File: config.mk
export PLATFORM = sky130hd
export DESIGN_NAME = gsdc_counter
export DESIGN_NICKNAME = d
export VERILOG_FILES = /design/src/rtl/gsdc_pkg.sv /design/src/rtl/gsdc_counter.sv
export SDC_FILE = /design/constraint.sdc
export NUM_CORES = 1
export LEC_CHECK = 0
export BUFFER_PORTS_ARGS = -buffer_cell sky130_fd_sc_hd__clkbuf_2
export CAP_MARGIN = 20
export CORE_AREA = 2 2 166 168
export CTS_CLUSTER_DIAMETER = 150
export DETAILED_ROUTE_END_ITERATION = 8
export DIE_AREA = 0 0 168 170
export MAX_ROUTING_LAYER = met4
export PLACE_DENSITY = 0.53
export SYNTH_ARGS = -nofsm -noshare
export SYNTH_HDL_FRONTEND = slang
export SYNTH_SLANG_ARGS = --single-unit
File: constraint.sdc
create_clock -name clock -period 6 [get_ports clock]
set_clock_uncertainty 0.1 [all_clocks]
set_input_delay 1.2 -clock clock [delete_from_list [all_inputs] [get_ports clock]]
set_output_delay 1.2 -clock clock [all_outputs]
set_load 0.01 [all_outputs]
File: src/rtl/gsdc_pkg.sv
// constants, field layouts and carrier types of the gated six-decade counter
package gsdc_pkg;

  // counting register shape
  localparam int unsigned DIGITS = 6;
  localparam int unsigned BCD_W = 4;
  localparam int unsigned COUNT_W = DIGITS * BCD_W;
  localparam int unsigned SEG_W = 7;
  localparam int unsigned SEGS_W = DIGITS * SEG_W;
  localparam logic [BCD_W-1:0] BCD_ZERO = 4'h0;
  localparam logic [BCD_W-1:0] BCD_ONE = 4'h1;
  localparam logic [BCD_W-1:0] BCD_MAX = 4'h9;
  localparam logic [COUNT_W-1:0] COUNT_MAX = 24'h999999;
  localparam logic [SEG_W-1:0] SEG_ALL = 7'h7f;

  // overflow output pulse: figure in ns, count derived from the clock period
  localparam int unsigned CLK_PERIOD_NS = 50;
  localparam int unsigned OFLOW_PULSE_NS = 2000;
  localparam int unsigned OFLOW_CYC = (OFLOW_PULSE_NS / CLK_PERIOD_NS < 1) ? 1 :
                                      OFLOW_PULSE_NS / CLK_PERIOD_NS;
  localparam int unsigned PCNT_W = 6;
  localparam logic [PCNT_W-1:0] PCNT_LOAD = PCNT_W'(OFLOW_CYC - 1);
  localparam logic [PCNT_W-1:0] PCNT_ONE = 6'h01;

  // register bus
  localparam int unsigned ADDR_W = 8;
  localparam int unsigned DATA_W = 32;
  localparam logic [ADDR_W-1:0] REG_CTRL = 8'h00;
  localparam logic [ADDR_W-1:0] REG_STATUS = 8'h04;
  localparam logic [ADDR_W-1:0] REG_COUNT = 8'h08;
  localparam logic [1:0] RESP_OKAY = 2'h0;
  localparam logic [1:0] RESP_SLVERR = 2'h2;

  // control word fields
  localparam int unsigned CTRL_RUN = 0;
  localparam int unsigned CTRL_TEST = 1;
  localparam int unsigned CTRL_RESET = 2;
  localparam int unsigned CTRL_ROLE = 3;
  localparam int unsigned ROLE_W = 2;
  // status word fields
  localparam int unsigned STAT_GATE = 0;
  localparam int unsigned STAT_OVF = 1;

  // system role of the module in a chain
  typedef enum logic [ROLE_W-1:0] {
    ROLE_NORM = 2'h0,
    ROLE_MASTER = 2'h1,
    ROLE_SLAVE = 2'h2
  } gsdc_role_t;

  typedef struct packed {
    gsdc_role_t role;
    logic dispTest;
    logic run;
  } gsdc_ctrl_t;

  localparam gsdc_ctrl_t CTRL_RESET_VAL = '{role: ROLE_NORM, dispTest: 1'b0, run: 1'b0};

  // pin inputs that cross into the clock domain
  typedef struct packed {
    logic count;
    logic extGate;
    logic extReset;
    logic sysGate;
    logic sysReset;
    logic sysPreset;
  } gsdc_pins_t;

  // idle levels: gate open, no reset, shared lines released (pulled high)
  localparam gsdc_pins_t PINS_IDLE = '{count: 1'b0, extGate: 1'b1, extReset: 1'b0,
                                       sysGate: 1'b1, sysReset: 1'b1, sysPreset: 1'b1};

endpackage : gsdc_pkg

File: src/rtl/gsdc_counter.sv
// gated six-decade event counter with display drive, system role and register slave
`timescale 1ns/10ps

module gsdc_counter (
  input wire logic clock,
  input wire logic resetn,
  input wire logic ce,
  input wire logic countIn,
  input wire logic extGate,
  input wire logic extReset,
  input wire logic sysGateIn,
  output logic sysGateOut,
  output logic sysGateOen,
  input wire logic sysResetIn,
  output logic sysResetOut,
  output logic sysResetOen,
  input wire logic sysPresetIn,
  output logic [gsdc_pkg::SEGS_W-1:0] segments,
  output logic gateLed,
  output logic overflowLed,
  output logic overflowPulse,
  input wire logic [gsdc_pkg::ADDR_W-1:0] s_axi_awaddr,
  input wire logic s_axi_awvalid,
  output logic s_axi_awready,
  input wire logic [gsdc_pkg::DATA_W-1:0] s_axi_wdata,
  input wire logic [3:0] s_axi_wstrb,
  input wire logic s_axi_wvalid,
  output logic s_axi_wready,
  output logic [1:0] s_axi_bresp,
  output logic s_axi_bvalid,
  input wire logic s_axi_bready,
  input wire logic [gsdc_pkg::ADDR_W-1:0] s_axi_araddr,
  input wire logic s_axi_arvalid,
  output logic s_axi_arready,
  output logic [gsdc_pkg::DATA_W-1:0] s_axi_rdata,
  output logic [1:0] s_axi_rresp,
  output logic s_axi_rvalid,
  input wire logic s_axi_rready
);
  import gsdc_pkg::*;

  // word-aligned address hits one of the three registers
  function automatic logic isMapped(input logic [ADDR_W-1:0] a);
    return (a == REG_CTRL) || (a == REG_STATUS) || (a == REG_COUNT);
  endfunction : isMapped

  // one added to a six-digit bcd value, carry out on top
  function automatic logic [COUNT_W:0] bcdInc(input logic [COUNT_W-1:0] v);
    logic [COUNT_W-1:0] r;
    logic carry;
    r = v;
    carry = 1'b1;
    for (int i = 0; i < DIGITS; i++) begin
      if (carry) begin
        if (v[i*BCD_W +: BCD_W] == BCD_MAX) begin
          r[i*BCD_W +: BCD_W] = BCD_ZERO;
        end else begin
          r[i*BCD_W +: BCD_W] = v[i*BCD_W +: BCD_W] + BCD_ONE;
          carry = 1'b0;
        end
      end
    end
    return {carry, r};
  endfunction : bcdInc

  // segment pattern gfedcba, active high
  function automatic logic [SEG_W-1:0] segDecode(input logic [BCD_W-1:0] d);
    case (d)
      4'h0: return 7'h3f;
      4'h1: return 7'h06;
      4'h2: return 7'h5b;
      4'h3: return 7'h4f;
      4'h4: return 7'h66;
      4'h5: return 7'h6d;
      4'h6: return 7'h7d;
      4'h7: return 7'h07;
      4'h8: return 7'h7f;
      4'h9: return 7'h6f;
      default: return 7'h00;
    endcase
  endfunction : segDecode

  gsdc_pins_t pinRaw;
  gsdc_pins_t syncA;
  gsdc_pins_t syncB;
  logic countPrev;
  logic countEvent;
  gsdc_ctrl_t ctrl;
  logic manualReset;
  logic isMaster;
  logic isSlave;
  logic localResetReq;
  logic anyReset;
  logic gateOpen;
  logic [COUNT_W-1:0] count;
  logic [COUNT_W:0] incResult;
  logic wrapEvent;
  logic [PCNT_W-1:0] pulseCnt;
  logic [SEGS_W-1:0] next_segments;
  logic wrFire;
  logic rdFire;
  logic [DATA_W-1:0] readWord;
  logic [6:0] highRun;

  assign pinRaw = '{count: countIn, extGate: extGate, extReset: extReset,
                    sysGate: sysGateIn, sysReset: sysResetIn, sysPreset: sysPresetIn};

  always_ff @(posedge clock or negedge resetn) begin
    if (!resetn) begin
      syncA <= PINS_IDLE;
      syncB <= PINS_IDLE;
    end else if (ce) begin
      syncA <= pinRaw;
      syncB <= syncA;
    end
  end

  // edge detect reads only the second stage
  always_ff @(posedge clock or negedge resetn) begin
    if (!resetn) begin
      countPrev <= 1'b0;
    end else if (ce) begin
      countPrev <= syncB.count;
    end
  end

  // one event per rising edge; pulses narrower than one clock may be lost
  assign countEvent = syncB.count & ~countPrev;

  // role decode; the unused code 3 behaves as normal
  assign isMaster = (ctrl.role == ROLE_MASTER);
  assign isSlave = (ctrl.role == ROLE_SLAVE);

  // reset sources; local ones act in every role
  assign localResetReq = manualReset | syncB.extReset;
  // only a slave listens to the shared reset line (active low)
  assign anyReset = localResetReq | (isSlave & ~syncB.sysReset);

  // combined gate; preset (active low) closes it in every role
  assign gateOpen = ctrl.run & syncB.extGate & syncB.sysPreset & (~isSlave | syncB.sysGate);

  assign incResult = bcdInc(count);
  // wrap seen when a gated event meets 999999
  assign wrapEvent = ce & ~anyReset & gateOpen & countEvent & incResult[COUNT_W];

  // decade counter; reset wins, nothing counts in that cycle
  always_ff @(posedge clock or negedge resetn) begin
    if (!resetn) begin
      count <= '0;
    end else if (ce) begin
      if (anyReset) begin
        count <= '0;
      end else if (gateOpen && countEvent) begin
        count <= incResult[COUNT_W-1:0];
      end
    end
  end

  // sticky overflow, cleared only by a reset source
  always_ff @(posedge clock or negedge resetn) begin
    if (!resetn) begin
      overflowLed <= 1'b0;
    end else if (ce) begin
      if (wrapEvent) begin
        overflowLed <= 1'b1;
      end else if (anyReset) begin
        overflowLed <= 1'b0;
      end
    end
  end

  // timed pulse on every wrap; a wrap inside a pulse restarts it
  always_ff @(posedge clock or negedge resetn) begin
    if (!resetn) begin
      pulseCnt <= '0;
      overflowPulse <= 1'b0;
    end else if (ce) begin
      if (wrapEvent) begin
        pulseCnt <= PCNT_LOAD;
        overflowPulse <= 1'b1;
      end else if (anyReset) begin
        pulseCnt <= '0;
        overflowPulse <= 1'b0;
      end else if (pulseCnt != '0) begin
        pulseCnt <= pulseCnt - PCNT_ONE;
      end else begin
        overflowPulse <= 1'b0;
      end
    end
  end

  // gate indicator follows the combined gate masked by any reset source
  always_ff @(posedge clock or negedge resetn) begin
    if (!resetn) begin
      gateLed <= 1'b0;
    end else if (ce) begin
      gateLed <= gateOpen & ~anyReset;
    end
  end

  // open-drain shared lines: master pulls low, others release
  assign sysGateOut = 1'b0;
  assign sysResetOut = 1'b0;
  always_ff @(posedge clock or negedge resetn) begin
    if (!resetn) begin
      sysGateOen <= 1'b1;
      sysResetOen <= 1'b1;
    end else if (ce) begin
      sysGateOen <= ~(isMaster & ~gateOpen);
      sysResetOen <= ~(isMaster & localResetReq);
    end
  end

  // display drive: blank leading zeros, test overrides everything
  always_comb begin
    logic leading;
    logic [BCD_W-1:0] digit;
    leading = 1'b1;
    digit = BCD_ZERO;
    next_segments = '0;
    for (int i = DIGITS - 1; i >= 0; i--) begin
      digit = count[i*BCD_W +: BCD_W];
      if (digit != BCD_ZERO || i == 0) begin
        leading = 1'b0;
      end
      if (ctrl.dispTest) begin
        next_segments[i*SEG_W +: SEG_W] = SEG_ALL;
      end else if (!leading) begin
        next_segments[i*SEG_W +: SEG_W] = segDecode(digit);
      end
    end
  end

  always_ff @(posedge clock or negedge resetn) begin
    if (!resetn) begin
      segments <= '0;
    end else if (ce) begin
      segments <= next_segments;
    end
  end

  // write path: address and data are taken together, one response at a time
  assign wrFire = ce & s_axi_awvalid & s_axi_wvalid & ~s_axi_bvalid;
  assign s_axi_awready = wrFire;
  assign s_axi_wready = wrFire;

  // control register; the reset bit is a self-clearing strobe
  always_ff @(posedge clock or negedge resetn) begin
    if (!resetn) begin
      ctrl <= CTRL_RESET_VAL;
      manualReset <= 1'b0;
    end else if (ce) begin
      manualReset <= 1'b0;
      if (wrFire && s_axi_awaddr == REG_CTRL && s_axi_wstrb[0]) begin
        ctrl.run <= s_axi_wdata[CTRL_RUN];
        ctrl.dispTest <= s_axi_wdata[CTRL_TEST];
        ctrl.role <= gsdc_role_t'(s_axi_wdata[CTRL_ROLE +: ROLE_W]);
        manualReset <= s_axi_wdata[CTRL_RESET];
      end
    end
  end

  // write response; writes to read-only words are dropped with okay
  always_ff @(posedge clock or negedge resetn) begin
    if (!resetn) begin
      s_axi_bvalid <= 1'b0;
      s_axi_bresp <= RESP_OKAY;
    end else if (ce) begin
      if (wrFire) begin
        s_axi_bvalid <= 1'b1;
        s_axi_bresp <= isMapped(s_axi_awaddr) ? RESP_OKAY : RESP_SLVERR;
      end else if (s_axi_bready) begin
        s_axi_bvalid <= 1'b0;
      end
    end
  end

  // read path
  assign s_axi_arready = ce & ~s_axi_rvalid;
  assign rdFire = s_axi_arready & s_axi_arvalid;

  always_comb begin
    readWord = '0;
    case (s_axi_araddr)
      REG_CTRL: begin
        readWord[CTRL_RUN] = ctrl.run;
        readWord[CTRL_TEST] = ctrl.dispTest;
        readWord[CTRL_ROLE +: ROLE_W] = ctrl.role;
      end
      REG_STATUS: begin
        readWord[STAT_GATE] = gateLed;
        readWord[STAT_OVF] = overflowLed;
      end
      REG_COUNT: readWord[COUNT_W-1:0] = count;
      default: readWord = '0;
    endcase
  end

  always_ff @(posedge clock or negedge resetn) begin
    if (!resetn) begin
      s_axi_rvalid <= 1'b0;
      s_axi_rdata <= '0;
      s_axi_rresp <= RESP_OKAY;
    end else if (ce) begin
      if (rdFire) begin
        s_axi_rvalid <= 1'b1;
        s_axi_rdata <= readWord;
        s_axi_rresp <= isMapped(s_axi_araddr) ? RESP_OKAY : RESP_SLVERR;
      end else if (s_axi_rready) begin
        s_axi_rvalid <= 1'b0;
      end
    end
  end

  // run length of the overflow pulse, for the check below only
  always_ff @(posedge clock or negedge resetn) begin
    if (!resetn) begin
      highRun <= '0;
    end else if (ce) begin
      if (wrapEvent) begin
        highRun <= 7'h01;
      end else if (overflowPulse && highRun != 7'h7f) begin
        highRun <= highRun + 7'h01;
      end
    end
  end

  AST_BCD_RANGE: assert property (@(posedge clock) disable iff (!resetn)
    count[23:20] <= BCD_MAX && count[19:16] <= BCD_MAX && count[15:12] <= BCD_MAX &&
    count[11:8] <= BCD_MAX && count[7:4] <= BCD_MAX && count[3:0] <= BCD_MAX)
    else $error("count digit out of decimal range");

  AST_WRAP_ZERO: assert property (@(posedge clock) disable iff (!resetn)
    wrapEvent |=> count == '0 && overflowLed)
    else $error("wrap did not return count to zero");

  AST_OVF_STICKY: assert property (@(posedge clock) disable iff (!resetn)
    overflowLed && !(ce && anyReset) |=> overflowLed)
    else $error("overflow flag dropped without reset");

  AST_PULSE_LEN: assert property (@(posedge clock) disable iff (!resetn)
    $fell(overflowPulse) && !$past(anyReset) |-> $past(highRun) == OFLOW_CYC)
    else $error("overflow pulse length wrong");

  AST_RESET_CLEARS: assert property (@(posedge clock) disable iff (!resetn)
    ce && anyReset |=> count == '0 && !overflowLed && !overflowPulse ##1 ce |=> segments[6:0] == 7'h3f || segments == '1)
    else $error("reset did not clear count and display");

  AST_GATE_IND: assert property (@(posedge clock) disable iff (!resetn)
    ce |=> gateLed == $past(gateOpen && !anyReset))
    else $error("gate indicator disagrees with gate");

  AST_DISP_TEST: assert property (@(posedge clock) disable iff (!resetn)
    ce && ctrl.dispTest |=> segments == '1)
    else $error("display test did not light all segments");

  AST_HOLD: assert property (@(posedge clock) disable iff (!resetn)
    ce && !anyReset && !(gateOpen && countEvent) |=> $stable(count))
    else $error("count moved while gate closed");

  AST_NORM_NODRIVE: assert property (@(posedge clock) disable iff (!resetn)
    ce && !isMaster ##1 ce |-> sysGateOen && sysResetOen)
    else $error("non-master drove a shared line");

  AST_MASTER_RESET: assert property (@(posedge clock) disable iff (!resetn)
    ce && isMaster && localResetReq |=> !sysResetOen)
    else $error("master did not drive shared reset");

  AST_SLAVE_FOLLOW: assert property (@(posedge clock) disable iff (!resetn)
    ce && isSlave && !syncB.sysReset |=> count == '0)
    else $error("slave ignored shared reset line");

endmodule : gsdc_counter

# ---- Yosys cells after proc, flatten, opt, wreduce, memory -nomap -nowiden
# Memory sizes are Yosys's and may differ from the RTL's.
# Index checks and enable logic that the tools add are counted.
# W data, S select, Z words.
dict set report totals {
  regBits 125
  elab_cells 188
  mem_bits_ro 672
  input_bits 66
  n_memories 6
}
dict set report op_classes {
  bitwise 29
  n_mux 59
  reduce_logical 39
  addsub 7
  eq_ne 13
}
# memory words width read_ports rd_ports_with_merged_regs write_ports line_no
set mem_list {}
lappend mem_list {{(no name shown)} 16 7 1 0 0 gsdc_counter.sv:68} ;# case (d)
lappend mem_list {{(no name shown)} 16 7 1 0 0 gsdc_counter.sv:68}
lappend mem_list {{(no name shown)} 16 7 1 0 0 gsdc_counter.sv:68}
lappend mem_list {{(no name shown)} 16 7 1 0 0 gsdc_counter.sv:68}
lappend mem_list {{(no name shown)} 16 7 1 0 0 gsdc_counter.sv:68}
lappend mem_list {{(no name shown)} 16 7 1 0 0 gsdc_counter.sv:68}
# cell count
set op_table {}
lappend op_table {{$mux W7} 11}
lappend op_table {{$mux W24} 2}
lappend op_table {{$mux W4} 11}
lappend op_table {{$mux W1} 27}
lappend op_table {{$add A4 B1 Y4 const B} 6}
lappend op_table {{$eq A4 B4 Y1 const B} 6}
lappend op_table {{$reduce_bool A4 Y1} 5}
lappend op_table {{$mux W19} 1}
lappend op_table {{$mux W6} 3}
lappend op_table {{$reduce_and A2 Y1} 9}
lappend op_table {{$reduce_bool A2 Y1} 9}
lappend op_table {{$and A1 B1 Y1} 17}
lappend op_table {{$eq A8 B3 Y1 const B} 2}
lappend op_table {{$eq A8 B4 Y1 const B} 2}
lappend op_table {{$logic_not A8 Y1} 2}
lappend op_table {{$reduce_and A3 Y1} 5}
lappend op_table {{$not A1 Y1} 9}
lappend op_table {{$pmux W2 S3} 1}
lappend op_table {{$reduce_bool A6 Y1} 1}
lappend op_table {{$sub A6 B1 Y6 const B} 1}
lappend op_table {{$logic_or A1 B1 Y1} 4}
lappend op_table {{$mux W2} 2}
lappend op_table {{$pmux W2 S2} 1}
lappend op_table {{$logic_and A1 B1 Y1} 3}
lappend op_table {{other kinds (5)} 7}

# ---- Logic depth before layout (Yosys ltp)
dict set report logic_depth {
  depth_word 10
  mapped_depth 8
  mapped_depth_nobuf 7
}

# ---- Worst setup path before layout
# OpenSTA, ideal clock, no wires.
dict set report synth_path {
  path_type {input to output}
  from {input port ce}
  to {output port s_axi_arready}
  t_arrival_ns 2.074
  setup_slack_ns 2.626
  path_buffers 3
  stages 5
  required_time_ns 4.700
  path_cell_list {buf_2 inv_2 clkbuf_1 clkbuf_1 nor2_1}
}
dict set report synth_via {
  elab_chain_len 1
}
# element line_no
set synth_rtl {}
lappend synth_rtl {{start: declaration} gsdc_counter.sv:7} ;# input wire logic ce,
lappend synth_rtl {{$and A1 B1 Y1} gsdc_counter.sv:279} ;# assign s_axi_arready = ce & ~s_axi_rvalid;
lappend synth_rtl {{end: declaration} gsdc_counter.sv:34} ;# output logic s_axi_arready,
# Every way passes these cells.

# ---- Worst setup path after layout
# Same ends and word-level chain as after synthesis.

==> impl_metrics.json <==
{
  "maxCapViolCount": 0,
  "ys.flop_type": "dfrtp_1",
  "p_leak_uw": 0.00370,
  "clock_latency_ns": 0.43,
  "critPathCaptureType": "output pin",
  "fin_crit_sh_pct": 58.5,
  "grt_remaining_overflow": 0,
  "critPathKind": "in -> out",
  "worstSetupStartpointType": "input pin",
  "via_per_inst": 4.64,
  "die_h_um": 170,
  "cts_num_sinks": 123,
  "ys_async_sr_fraction_pct": 100,
  "synth.yosys.warnings": 0,
  "syn-cell-area_um2": 6590,
  "syn_to_final_growth_pct": 21.8,
  "htree_num_levels": 4,
  "gp_congestion": 0.811,
  "drive_above_1_share_pct": 24.5,
  "wl_per_cell_um": 15.6,
  "die_w_um": 168,
  "min_delay_path_depth": 1,
  "grt_pass1_vias": 5317,
  "r2r_end": "pulseCnt[1]",
  "max_freq_mhz": 285,
  "status": "finished, final reports clean",
  "ctsLongestPathBuffers": 2,
  "timing.setup.tns_ns": 0,
  "nets": 892,
  "synth.distinct_cells": 55,
  "netlist_instances": 686,
  "cp_max_fo": 23,
  "synth_seq_cells": 123,
  "synth_seq_area_share_pct": 46.9,
  "whs_ns": 0.381,
  "period_minus_slack_ns": 3.51,
  "cts_tree": "yes",
  "syn-mean-instance-area_um2": 9.61,
  "dr.pass1.iters": 4,
  "hold_buffers": 0,
  "hpwlAfterDp_um": 12700,
  "path_clk_slew_ns": 0.06,
  "track_usage_pct": 13.4,
  "fillCellCount": 2826,
  "rr_worst_depth": 7,
  "grt_pass1_wl_um": 29300,
  "initial_core_util_pct": 24.7,
  "min_to": "segments[8]",
  "antennaDiodeCount": 0,
  "worst_ir_drop_vdd_mv": 0.145,
  "rows": 60,
  "finalMaxSlewViolations": 0,
  "cts_resized": 0,
  "hp-class": "reg -> reg",
  "rsz0062_at_grt": "false",
  "hold_viol": 0,
  "design.die.area_um2": 28600,
  "timing.rr.start": "count[1]",
  "drtIter0Drc": 351,
  "num_vias": 5292,
  "hold_start": "segments[8]",
  "setup_viol": 0,
  "synth_edf_count": 0,
  "io_pins": 156,
  "cts_setup_buffers": 0,
  "worstPathArrival_ns": 2.21,
  "grt_max_degree": 79,
  "coreArea_um2": 26700,
  "max_slew_margin_pct": 31.8,
  "tightest_slew_ns": 1.02,
  "cp.required_ns": 4.70,
  "wl_um": 17700,
  "antenna_found_initial": 0,
  "portBuffers": 113,
  "numCtsBuffers": 17,
  "route.detailed.drc": 0,
  "powerDensity_nw_per_um2": 276,
  "cts_root_buf": "clkbuf_16",
  "ant_nets": 0,
  "r2r_slack_ns": 2.95
}
[power breakdown]
part,switching (uW),internal (uW)
combinational,175,119
sequential,47.4,894
clock,409,575
total,632,1590
[logic make-up after synthesis]
| family | count (synthesis) | share of synthesized area (%) |
|---|---|---|
| buffers and inverters | 80 | 5.39 |
| adder cells (fa/ha/maj) | 40 | 7.59 |
| flip-flops | 123 | 46.9 |
| other | 1 | 0.0569 |
| AO/OA/AOI/OAI | 194 | 18.5 |
| AND/OR/NAND/NOR | 222 | 17.3 |
| multiplexers | 26 | 4.29 |
[through the flow]
stage | instance area [um2] | power [uW] | worst slack (ns) | utilization [%] | instances
after floorplan | 6640 | 1140 | 2.63 | - | 697
after global placement | 7440 | 1250 | 2.26 | 27.9 | 1107
after detailed placement | 7440 | 1250 | 2.34 | 27.9 | 1107
after CTS | 8010 | 2250 | 2.46 | 30.0 | 1139
after global routing | 8030 | 2330 | 2.36 | 30.1 | 1140
final | 8030 | 2220 | 2.49 | 30.1 | 1140
[worst max-delay path, cell delays in order]
cell and delay (ns):
clkbuf_2 0.39, inv_2 0.31, nor2_1 0.17, clkbuf_2 0.14
[routing by layer]
| layer | wire length, um | share of wire (%) | up-vias | GRT usage, % |
|---|---|---|---|---|
| met5 | 0 | 0 | - | - |
| met4 | 135 | 0.76 | 0 | 4.08 |
| met3 | 1110 | 6.3 | 8 | 3.63 |
| met2 | 7910 | 45 | 132 | 19.7 |
| met1 | 8580 | 48 | 2534 | 18.0 |
| li1 | - | - | 2618 | - |
[placed cells by master, fill, tap and decap left out, types with 9 or more instances in the layout]
master,count
nor3_1,9
ha_1,40
mux2_2,18
nor2b_1,9
a31oi_1,13
conb_1,12
clkbuf_16,17
inv_1,29
o21a_1,11
nand2_1,50
o21ai_0,45
clkbuf_2,112
nor2_1,67
nand3b_1,9
o22a_1,10
nand3_1,17
dfrtp_1,113
nand2b_1,11
a22o_1,21
a21oi_1,62
dfstp_2,10
[sequential cells by signal, indices dropped and copies added, names as in the netlist, 4 cells and up]
register	cells
s_axi_rdata	24
pulseCnt	6
segments	42
syncB	6
ctrl	4
count	24
syncA	6
[final cells by class]
class	count	area, um2	share of cell area (%)
sequential	123	3090	38.5
clock inverter	15	141	1.76
timing repair buffer	120	641	7.98
inverter	30	113	1.40
clock buffer	17	425	5.30
multi-input combinational	494	3200	39.8
tap	341	427	5.31
[synthesized netlist by cell type (6+ instances only)]
cell type	n	area share, %
dfrtp_1	113	43
nor2_1	68	3.9
a21oi_1	62	4.7
nand2_1	50	2.8
o21ai_0	45	3.4
ha_1	40	7.6
inv_1	29	1.7
clkbuf_1	27	1.5
a22o_1	21	2.8
mux2_2	18	3.1
nand3_1	17	1.3
a31oi_1	13	1.2
buf_4	13	1.5
nand2b_1	11	1.0
o21a_1	11	1.3
dfstp_2	10	4.0
o22a_1	10	1.3
nand3b_1	9	1.0
nor2b_1	9	0.85
nor3_1	9	0.68
mux2i_1	8	1.2
nor4_1	7	0.66
or3_1	7	0.66
nand4_1	6	0.57
[how the worst max path moves through the flow]
stage | from | to | slack [ns] | depth (start not counted)
2_1_floorplan | ce | s_axi_arready | 2.63 | 5
3_3_place_gp | ce | segments[40] | 2.26 | 5
3_5_place_dp | ce | segments[40] | 2.34 | 5
4_1_cts | ce | s_axi_arready | 2.46 | 4
5_1_grt | ce | s_axi_arready | 2.36 | 4
6_report | ce | s_axi_arready | 2.49 | 4
(Power assumes the default switching activity.)
